[config.mk]
export PLATFORM = sky130hd
export DESIGN_NAME = txlen_trim_regs
export DESIGN_NICKNAME = d
export VERILOG_FILES = /design/src/txlen_trim_pkg.sv /design/src/txlen_trim_regs.sv
export VERILOG_INCLUDE_DIRS = /design/src
export SDC_FILE = /design/constraint.sdc
export NUM_CORES = 1
export LEC_CHECK = 0
export ABC_AREA = 1
export BUFFER_PORTS_ARGS = -buffer_cell sky130_fd_sc_hd__buf_2
export CAP_MARGIN = 20
export CORE_UTILIZATION = 43
export CTS_CLUSTER_SIZE = 30
export DETAILED_ROUTE_END_ITERATION = 16
export PLACE_DENSITY = 0.78
export SLEW_MARGIN = 0
export SYNTH_ARGS = -nofsm -noshare
export SYNTH_HDL_FRONTEND = slang
export SYNTH_SLANG_ARGS = --single-unit
[constraint.sdc]
create_clock -name core_clk_i -period 2.05 [get_ports core_clk_i]
set_clock_uncertainty 0.05 [all_clocks]
set_input_delay 0.3075 -clock core_clk_i [delete_from_list [all_inputs] [get_ports core_clk_i]]
set_output_delay 0.3075 -clock core_clk_i [all_outputs]
set_load 0.005 [all_outputs]
[src/txlen_trim_defines.svh]
// Register offsets, field positions and reset values for the transmit length and antenna trim bank
`ifndef TXLEN_TRIM_DEFINES_SVH
`define TXLEN_TRIM_DEFINES_SVH

// Printed offsets are register indices; byte address is four times the index
`define IDX_TX_COUNT_LOW      8'h0b
`define IDX_TX_COUNT_HIGH     8'h0c
`define IDX_ADC_RESULT        8'h0d
`define IDX_ANT_CAL_RESULT    8'h0e
`define IDX_ANT_TRIM_OVR      8'h0f

// Field positions in the first count register
`define CNT_LOW_MSB           7
`define CNT_LOW_LSB           6
`define SPLIT_MSB             5
`define SPLIT_LSB             3
`define SHORT_RESP_BIT        1
`define ANTICOLL_BIT          0

// Field positions in the calibration and trim registers
`define CAL_TRIM_MSB          7
`define CAL_TRIM_LSB          4
`define CAL_ERR_BIT           3
`define TRIM_SRC_BIT          7
`define OVR_TRIM_MSB          6
`define OVR_TRIM_LSB          3

// Reset value and the split code for a whole final byte
`define RST_BYTE              8'h00
`define SPLIT_FULL_BYTE       3'h0

`endif

[src/txlen_trim_pkg.sv]
// Types shared by the transmit length and antenna trim bank
package txlen_trim_pkg;

  typedef enum logic [2:0] {
    FRAME_IDLE = 3'b001,
    FRAME_TX   = 3'b010,
    FRAME_DONE = 3'b100
  } frame_state_t;

endpackage : txlen_trim_pkg

[src/txlen_trim_regs.sv]
// APB register bank: transmit byte count, frame flags, A/D result and antenna LC trim
//
// Overview of operation
// - Ten-bit transmit count: low two bits at 0Bh[7:6], upper eight at 0Ch.
// - Split-byte field 0Bh[5:3] gives valid bits of final byte; zero means full.
// - Split-byte count applies only to anticollision frames with partial last byte.
// - Short-response and anticollision flags clear automatically when transmission completes.
// - Both count registers reset to zero on power-up, set-default and clear.
// - Read-only register shows latest 8-bit A/D result, bit 7 most significant.
// - A/D and calibration registers zero on power-up and set-default.
// - Calibration register holds 4-bit trim result in bits 7:4, MSB first.
// - Calibration error flag bit 3 set when resonance could not be reached.
// - Trim-source bit 7: zero picks calibration result, one picks software trim.
// - Software trim value in bits 6:3 drives switches only with source one.
// - Each set trim bit switches on that transistor in both pin groups.
`timescale 1ns/100ps
`include "txlen_trim_defines.svh"

module txlen_trim_regs
  import txlen_trim_pkg::*;
#(
  parameter int TRIM_W = 4
) (
  // Clock and reset
  input  wire logic              core_clk_i,
  input  wire logic              rst_i,
  // APB slave
  input  wire logic              psel_i,
  input  wire logic              penable_i,
  input  wire logic              pwrite_i,
  input  wire logic [11:0]       paddr_i,
  input  wire logic [31:0]       pwdata_i,
  input  wire logic [3:0]        pstrb_i,
  output logic      [31:0]       prdata_o,
  output logic                   pready_o,
  output logic                   pslverr_o,
  // Chip commands
  input  wire logic              set_default_i,
  input  wire logic              clear_cmd_i,
  // Framing engine
  input  wire logic              tx_start_i,
  input  wire logic              tx_done_i,
  output logic      [9:0]        tx_byte_count_o,
  output logic      [2:0]        split_bits_o,
  output logic                   short_response_flag_o,
  output logic                   anticoll_frame_o,
  // A/D converter
  input  wire logic              adc_valid_i,
  input  wire logic [7:0]        adc_data_i,
  // Calibration sequencer
  input  wire logic              cal_done_i,
  input  wire logic [TRIM_W-1:0] cal_trim_i,
  input  wire logic              cal_fail_i,
  // Trim switches
  output logic      [TRIM_W-1:0] trim_pins_group_one_o,
  output logic      [TRIM_W-1:0] trim_pins_group_two_o
);

  // Refuse trim widths that the register fields cannot carry
  if (TRIM_W != 4) begin : g_trim_w_check
    $error("TRIM_W must be 4");
  end
  if (`CAL_TRIM_MSB - `CAL_TRIM_LSB + 1 != TRIM_W) begin : g_cal_field_check
    $error("calibration trim field does not match TRIM_W");
  end
  if (`OVR_TRIM_MSB - `OVR_TRIM_LSB + 1 != TRIM_W) begin : g_ovr_field_check
    $error("software trim field does not match TRIM_W");
  end

  logic [7:0]         cnt_lo_q, cnt_lo_d;
  logic [7:0]         cnt_hi_q, cnt_hi_d;
  logic [7:0]         adc_q, adc_d;
  logic [7:0]         cal_q, cal_d;
  logic [7:0]         ovr_q, ovr_d;
  logic [31:0]        rdata_q, rdata_d;
  logic               ready_q, ready_d;
  logic               err_q, err_d;
  logic [TRIM_W-1:0]  trim_q, trim_d;
  logic [9:0]         txcnt_q, txcnt_d;
  logic [2:0]         split_q, split_d;
  logic               sresp_q, sresp_d;
  logic               acoll_q, acoll_d;
  frame_state_t       fs_q, fs_d;

  logic               acc;
  logic               wr;
  logic [9:0]         idx;
  logic               aligned;
  logic [7:0]         wbyte;

  assign acc     = psel_i & penable_i & ~ready_q;
  assign wr      = acc & pwrite_i & pstrb_i[0];
  assign idx     = paddr_i[11:2];
  assign aligned = (paddr_i[1:0] == 2'h0);
  assign wbyte   = pwdata_i[7:0];

  // Frame tracker: flags clear when a started transmission completes
  // A done pulse with no transmission under way is ignored
  always_comb begin
    fs_d = fs_q;
    case (fs_q)
      FRAME_IDLE: if (tx_start_i) fs_d = FRAME_TX;
      FRAME_TX:   if (tx_done_i) fs_d = FRAME_DONE;
      FRAME_DONE: fs_d = FRAME_IDLE;
      default:    fs_d = FRAME_IDLE;
    endcase
  end

  // Register bank next state
  // Later assignments win: writes, then the post-transmit clear, then captures, then commands
  always_comb begin
    cnt_lo_d = cnt_lo_q;
    cnt_hi_d = cnt_hi_q;
    adc_d    = adc_q;
    cal_d    = cal_q;
    ovr_d    = ovr_q;
    if (wr && aligned && idx == 10'(`IDX_TX_COUNT_LOW)) begin
      cnt_lo_d = wbyte & 8'hfb;
    end else if (wr && aligned && idx == 10'(`IDX_TX_COUNT_HIGH)) begin
      cnt_hi_d = wbyte;
    end else if (wr && aligned && idx == 10'(`IDX_ANT_TRIM_OVR)) begin
      ovr_d = wbyte & 8'hf8;
    end
    // A write landing in the clearing cycle loses its flag bits
    if (fs_q == FRAME_DONE) begin
      cnt_lo_d[`SHORT_RESP_BIT] = 1'b0;
      cnt_lo_d[`ANTICOLL_BIT]   = 1'b0;
    end
    if (adc_valid_i) begin
      adc_d = adc_data_i;
    end
    if (cal_done_i) begin
      cal_d = {cal_trim_i, cal_fail_i, 3'h0};
    end
    if (set_default_i || clear_cmd_i) begin
      cnt_lo_d = `RST_BYTE;
      cnt_hi_d = `RST_BYTE;
    end
    // Set-default also returns the software trim to its zero default
    if (set_default_i) begin
      adc_d = `RST_BYTE;
      cal_d = `RST_BYTE;
      ovr_d = `RST_BYTE;
    end
  end

  // APB answer one cycle into the access phase; error on unmapped or unaligned address
  // ready_q blocks a second take while the master still holds the access phase
  always_comb begin
    rdata_d = 32'h0000_0000;
    ready_d = acc;
    err_d   = 1'b0;
    if (acc) begin
      if (!aligned) begin
        err_d = 1'b1;
      end else if (idx == 10'(`IDX_TX_COUNT_LOW)) begin
        rdata_d = {24'h00_0000, cnt_lo_q};
      end else if (idx == 10'(`IDX_TX_COUNT_HIGH)) begin
        rdata_d = {24'h00_0000, cnt_hi_q};
      end else if (idx == 10'(`IDX_ADC_RESULT)) begin
        rdata_d = {24'h00_0000, adc_q};
      end else if (idx == 10'(`IDX_ANT_CAL_RESULT)) begin
        rdata_d = {24'h00_0000, cal_q};
      end else if (idx == 10'(`IDX_ANT_TRIM_OVR)) begin
        rdata_d = {24'h00_0000, ovr_q};
      end else begin
        err_d = 1'b1;
      end
    end
  end

  // Outputs to framing engine and trim switches
  // Outside anticollision frames the framing engine sees a whole final byte
  always_comb begin
    txcnt_d = {cnt_hi_q, cnt_lo_q[`CNT_LOW_MSB:`CNT_LOW_LSB]};
    sresp_d = cnt_lo_q[`SHORT_RESP_BIT];
    acoll_d = cnt_lo_q[`ANTICOLL_BIT];
    if (cnt_lo_q[`ANTICOLL_BIT]) begin
      split_d = cnt_lo_q[`SPLIT_MSB:`SPLIT_LSB];
    end else begin
      split_d = `SPLIT_FULL_BYTE;
    end
    if (ovr_q[`TRIM_SRC_BIT]) begin
      trim_d = ovr_q[`OVR_TRIM_MSB:`OVR_TRIM_LSB];
    end else begin
      trim_d = cal_q[`CAL_TRIM_MSB:`CAL_TRIM_LSB];
    end
  end

  // All state and every output register
  always_ff @(posedge core_clk_i or posedge rst_i) begin
    if (rst_i) begin
      cnt_lo_q <= `RST_BYTE;
      cnt_hi_q <= `RST_BYTE;
      adc_q    <= `RST_BYTE;
      cal_q    <= `RST_BYTE;
      ovr_q    <= `RST_BYTE;
      rdata_q  <= 32'h0000_0000;
      ready_q  <= 1'b0;
      err_q    <= 1'b0;
      txcnt_q  <= 10'h000;
      split_q  <= 3'h0;
      sresp_q  <= 1'b0;
      acoll_q  <= 1'b0;
      trim_q   <= '0;
      fs_q     <= FRAME_IDLE;
    end else begin
      cnt_lo_q <= cnt_lo_d;
      cnt_hi_q <= cnt_hi_d;
      adc_q    <= adc_d;
      cal_q    <= cal_d;
      ovr_q    <= ovr_d;
      rdata_q  <= rdata_d;
      ready_q  <= ready_d;
      err_q    <= err_d;
      txcnt_q  <= txcnt_d;
      split_q  <= split_d;
      sresp_q  <= sresp_d;
      acoll_q  <= acoll_d;
      trim_q   <= trim_d;
      fs_q     <= fs_d;
    end
  end

  // Both pin groups carry the same selected trim word
  assign trim_pins_group_one_o = trim_q;
  assign trim_pins_group_two_o = trim_q;
  assign tx_byte_count_o       = txcnt_q;
  assign split_bits_o          = split_q;
  assign short_response_flag_o = sresp_q;
  assign anticoll_frame_o      = acoll_q;
  assign prdata_o              = rdata_q;
  assign pready_o              = ready_q;
  assign pslverr_o             = err_q;
endmodule : txlen_trim_regs

* Word level (Yosys, flattened, before mapping)
Cells that the tools add are included.
** Cells by class
- Equality and inequality tests :: 13
- Mux-type cells :: 33
- Bitwise gates (word level) :: 5
- Reduce and logical (&&, ||, !) cells :: 15
** Operator list (count)
- two-way mux 8 bit :: 20
- == test 10 x 4 -> 1 bit (second input constant) :: 5
- nonzero test 2 bit :: 5
- two-way mux 3 bit :: 3
- inequality test 2 bit (second input constant) :: 4
- two-way mux 1 bit :: 7
- case mux 3 bit (2 select lines) :: 1
- bitwise AND 1 bit :: 4
- logical AND 1 bit :: 4
- two-way mux 4 bit :: 1
- AND reduction 2 bit :: 2
- == test 3 x 1 -> 1 bit (second input constant) :: 1
- == test 3 x 2 -> 1 bit (second input constant) :: 1
- == test 3 bit (second input constant) :: 1
- AND reduction 3 bit :: 1
- nonzero test 3 bit :: 1
- logical NOT 2 bit :: 1
- two-way mux 2 bit :: 1
- inequality test 2 x 1 -> 1 bit (second input constant) :: 1
- logical OR 1 bit :: 1
- NOT 1 bit :: 1
** Storage, ports and cells
- Register bits after elaboration :: 96
- Word-level logic and storage cells :: 81

* Logic depth before layout (Yosys ltp)
- Depth after elaboration :: 10
- Depth in mapped cells :: 9
- Gate-level depth less buffers :: 9

* Worst setup path after synthesis
Ideal clock, no wire load.
- Path kind :: register to register
- Start :: register ready_q, in the netlist pready_o
- End :: register cnt_hi_q[0]
- Library setup time :: 0.119 ns
- Data arrival time :: 1.135 ns
- Setup slack :: 0.746 ns
- Stages on the path, launching flop included :: 8
- Period minus slack after synthesis :: 1.304 ns
- Cells stage by stage :: dfrtp_1 nor2_2 nand2_1 nor2_4 nand2_2 buf_6 nand3_1 o21ai_2
** Between the ends
- Longest elaborated chain between the ends :: 8
** Ends and longest elaborated chain
- start: declaration :: line txlen_trim_regs.sv:76 : logic ready_q, ready_d;
- start signal: assignment :: line txlen_trim_regs.sv:214 : ready_q <= ready_d;
- NOT 1 bit * :: line txlen_trim_regs.sv:91 : assign acc = psel_i & penable_i & ~ready_q;
- bitwise AND 1 bit * :: line txlen_trim_regs.sv:91
- net acc :: line txlen_trim_regs.sv:85 : logic acc;
- bitwise AND 1 bit * (2 in a row) :: line txlen_trim_regs.sv:92 : assign wr = acc & pwrite_i & pstrb_i[0];
- logical AND 1 bit * :: line txlen_trim_regs.sv:117, txlen_trim_regs.sv:119
- logical AND 1 bit (on tied branches) :: line txlen_trim_regs.sv:117, txlen_trim_regs.sv:119
- inequality test 2 x 1 -> 1 bit (no line) or nonzero test 2 bit (tied branches)
- AND reduction 2 bit (no line) *
- end signal: assignment :: line txlen_trim_regs.sv:194 : cnt_hi_q <= `RST_BYTE;
- end signal: assignment :: line txlen_trim_regs.sv:209 : cnt_hi_q <= cnt_hi_d;
- end: declaration :: line txlen_trim_regs.sv:71 : logic [7:0] cnt_hi_q, cnt_hi_d;
Mark *: on every way through the listed nets, which the timed path passes. The rest lies on a longest branch.
A chain may end at the register's enable or synchronous reset.

* Final worst setup path
- Start :: register ready_q, in the netlist pready_o
- End :: register cnt_hi_q[6]
Same word-level chain as after synthesis.

==> flow_summary.toml <==
[clock_network]
clkTransAtPathRegs_ns = 0.08
clock_sinks = 65
cts_root_buf = "clkbuf_8"
clk-insertion-delay-late_ns = 0.35
cts_tree = "built"
cts_resized = 0
cts_buffers = 9
ctsHoldBuffers = 1
htree_levels = 3
clk_path_buf_depth = 2
post_cts_buffers = 0

[final_layout]
postLayoutCellArea_um2 = 3660
stdcell_count = 528
fillCellCount = 659
finalNetCount = 499
drive_above_1_share_pct = 29.4
synthToLayoutAreaGrowth_pct = 18.8
n_antenna_cell = 0
seqCellArea_um2 = 1630
multiInputGateArea_um2 = 1100

[sta]
hold_viol = 0
rsz0062_at_grt = "false"
fmax_ghz = 0.669
relSlewSlack_pct = 59.3
setup_tns_ns = 0
tightest_slew_ns = 0.610
setup_viol = 0
period_share_pct = 73.0
layout_min_cycle_time_ns = 1.50
slew_viol_final = 0

[detailed_routing]
drt-total-wl_um = 6480
num_vias = 2460
drc = 0
first_iter_violations = 127
final_antenna_net_count = 0
drtPass1Iterations = 4
detail_route.wl_per_cell_um = 12.3
routed_via_density = 4.66

[global_route]
grt_start_max_net_pins = 26
grt_overflow_total = 0
antenna_found_initial = 0
grt_pass1_wl_um = 10800
grtUsageTotal_pct = 19.5
grt_pass1_vias = 2317

[critical_path]
crit_required_ns = 2.22
worst_r2r_path_depth = 6
worstPathArrival_ns = 1.66
endpoint_kind = "flop"
r2r-end = "cnt_hi_q[6]$_DFFE_PP0P_"
reg2reg_from = "pready_o$_DFF_PP0_"
crit_fanout = 15
worst-setup-path-type = "flop to flop"
crit_path_start_kind = "flop"
regToRegSetupSlack_ns = 0.55

[place]
placed_area_um2 = 3430
dp_cells = 511
gp_congestion = 0.827
port_buffers = 77
dp_hpwl_um = 4870

[synthesis]
netlist_area_um2 = 3080
ys_types = 27
yosys.area.top_type = "dfrtp_1"
yosys-top-cells-count = "nand2_1 (68), dfrtp_1 (64), nand3_1 (60)"
async_flop_share_pct = 100
synth_compound_area_share_pct = 6.74
synth_top_family_by_area = "simple AND/OR/NAND/NOR gates"
synth_edf_count = 0
synth_xor_area_share_pct = 0
synth_cells = 350
yosys.area_share.simple_pct = 26.2
ys_ff_latch = 65
avgSynthCellArea_um2 = 8.80
synth_seq_area_share_pct = 52.8
netlist_top_cells_area = "dfrtp_1 (52%), nand3_1 (9.7%), nand2_1 (8.3%)"
muxShareOfSynthArea_pct = 0
synth_top_area_share_pct = 52.0
yosys_warnings = 0
synth_ff_type = "dfrtp_1"
yosysMostFrequentCell = "nand2_1"
synth-adder-area-share_pct = 0

[run]
cap_violations = 0

[floorplan]
dieHeight_um = 86.6
die_w_um = 86.6
dieArea_um2 = 7510
start_util_pct = 44.8
rows = 30
core_area_um2 = 6870
io_pins = 129

[status]
status = "complete, no violations"

[pwr]
p_total_mw = 2.82
ir_drop_mv = 0.453
p_leak_nw = 1.99
power-per-cell-area_nw_per_um2 = 772

[worst_hold_path]
min_from = "tx_start_i"
min_to = "fs_q[0]$_DFFE_PP1P_"
hold_class = "input pin to flop"
hold_depth = 2
state kept, by name, summed over array words and instances, names as in the netlist:
name and cells:
tx_byte_count_o 10, adc_q 8, cnt_hi_q 8, prdata_o 8, cnt_lo_q 7, cal_q 5
ovr_q 5, trim_pins_group_one_o 4, fs_q 3, split_bits_o 3, anticoll_frame_o 1, pready_o 1
pslverr_o 1, short_response_flag_o 1
stage by stage:
step,hold slack (ns),setup slack (ns),util [%]
after floorplan,0.325,0.0677,-
after global placement,0.323,0.402,49.9
after detailed placement,0.335,0.395,49.9
after CTS,0.0602,0.553,53.3
after global routing,0.0820,0.439,53.3
final,0.0706,0.554,53.3
logic make-up (layout without fill, tap and decap cells):
logic type / count (synthesis) / count (layout)
and+or+nand+nor: 168 / 168
buffers and inverters: 79 / 138
DFF: 65 / 65
AOI/OAI and AO/OA: 37 / 37
other: 1 / 24
per-layer routing:
layer | GRT usage, % | share of wire [%] | wire (um)
met5 | 0 | 0 | 0
met4 | 7.73 | 1.3 | 85
met3 | 5.62 | 6.9 | 450
met2 | 31.8 | 50 | 3270
met1 | 24.4 | 41 | 2670
worst max-delay path, stage by stage, from the launching register on:
cell	delay, ns
dfrtp_1	0.39
nor2_2	0.14
nand2_1	0.12
nor2_4	0.17
nand2_2	0.24
nand3_1	0.16
o21ai_1	0.09
final cells by class:
cell class / instances / area share (%)
Tap cell: 96 / 3.28
Multi-Input combinational cell: 229 / 30.2
Inverter: 40 / 4.10
Timing Repair Buffer: 82 / 12.0
Sequential cell: 65 / 44.5
Clock buffer: 10 / 3.49
Clock inverter: 6 / 2.50
how the worst max path moves through the flow:
stage                                  start                      end  slack, ns  depth (start not counted)
after floorplan                        rst_i     adc_q[0]$_DFFE_PP0P_       0.07                          1
after global routing      pready_o$_DFF_PP0_  cnt_hi_q[1]$_DFFE_PP0P_       0.44                          7
after global placement            paddr_i[7]    prdata_o[3]$_DFF_PP0_       0.40                          9
final                     pready_o$_DFF_PP0_  cnt_hi_q[6]$_DFFE_PP0P_       0.55                          6
after detailed placement          paddr_i[6]    prdata_o[3]$_DFF_PP0_       0.40                          9
after CTS                 pready_o$_DFF_PP0_  cnt_hi_q[6]$_DFFE_PP0P_       0.55                          6
placed cells by master (no fill, tap or decap), drive strengths merged:
cell type    Yosys  layout
buf             34      81
nand2           72      72
dfrtp           64      64
nand3           63      63
inv             40      41
o21ai           34      34
nor2            26      26
conb             1      24
clkbuf           5      10
nand4            3       3
clkinv           0       3
or2              2       2
bufinv           0       2
nor3b            1       1
nor3             1       1
a21oi            1       1
a21boi           1       1
o22ai            1       1
dfstp            1       1
dlygate4sd3      0       1
where the power goes:
group	total, mW	switching [mW]	internal (mW)
clock network	1.20	0.506	0.691
registers	1.37	0.0309	1.34
logic	0.255	0.162	0.0925
(Power assumes the default switching activity.)
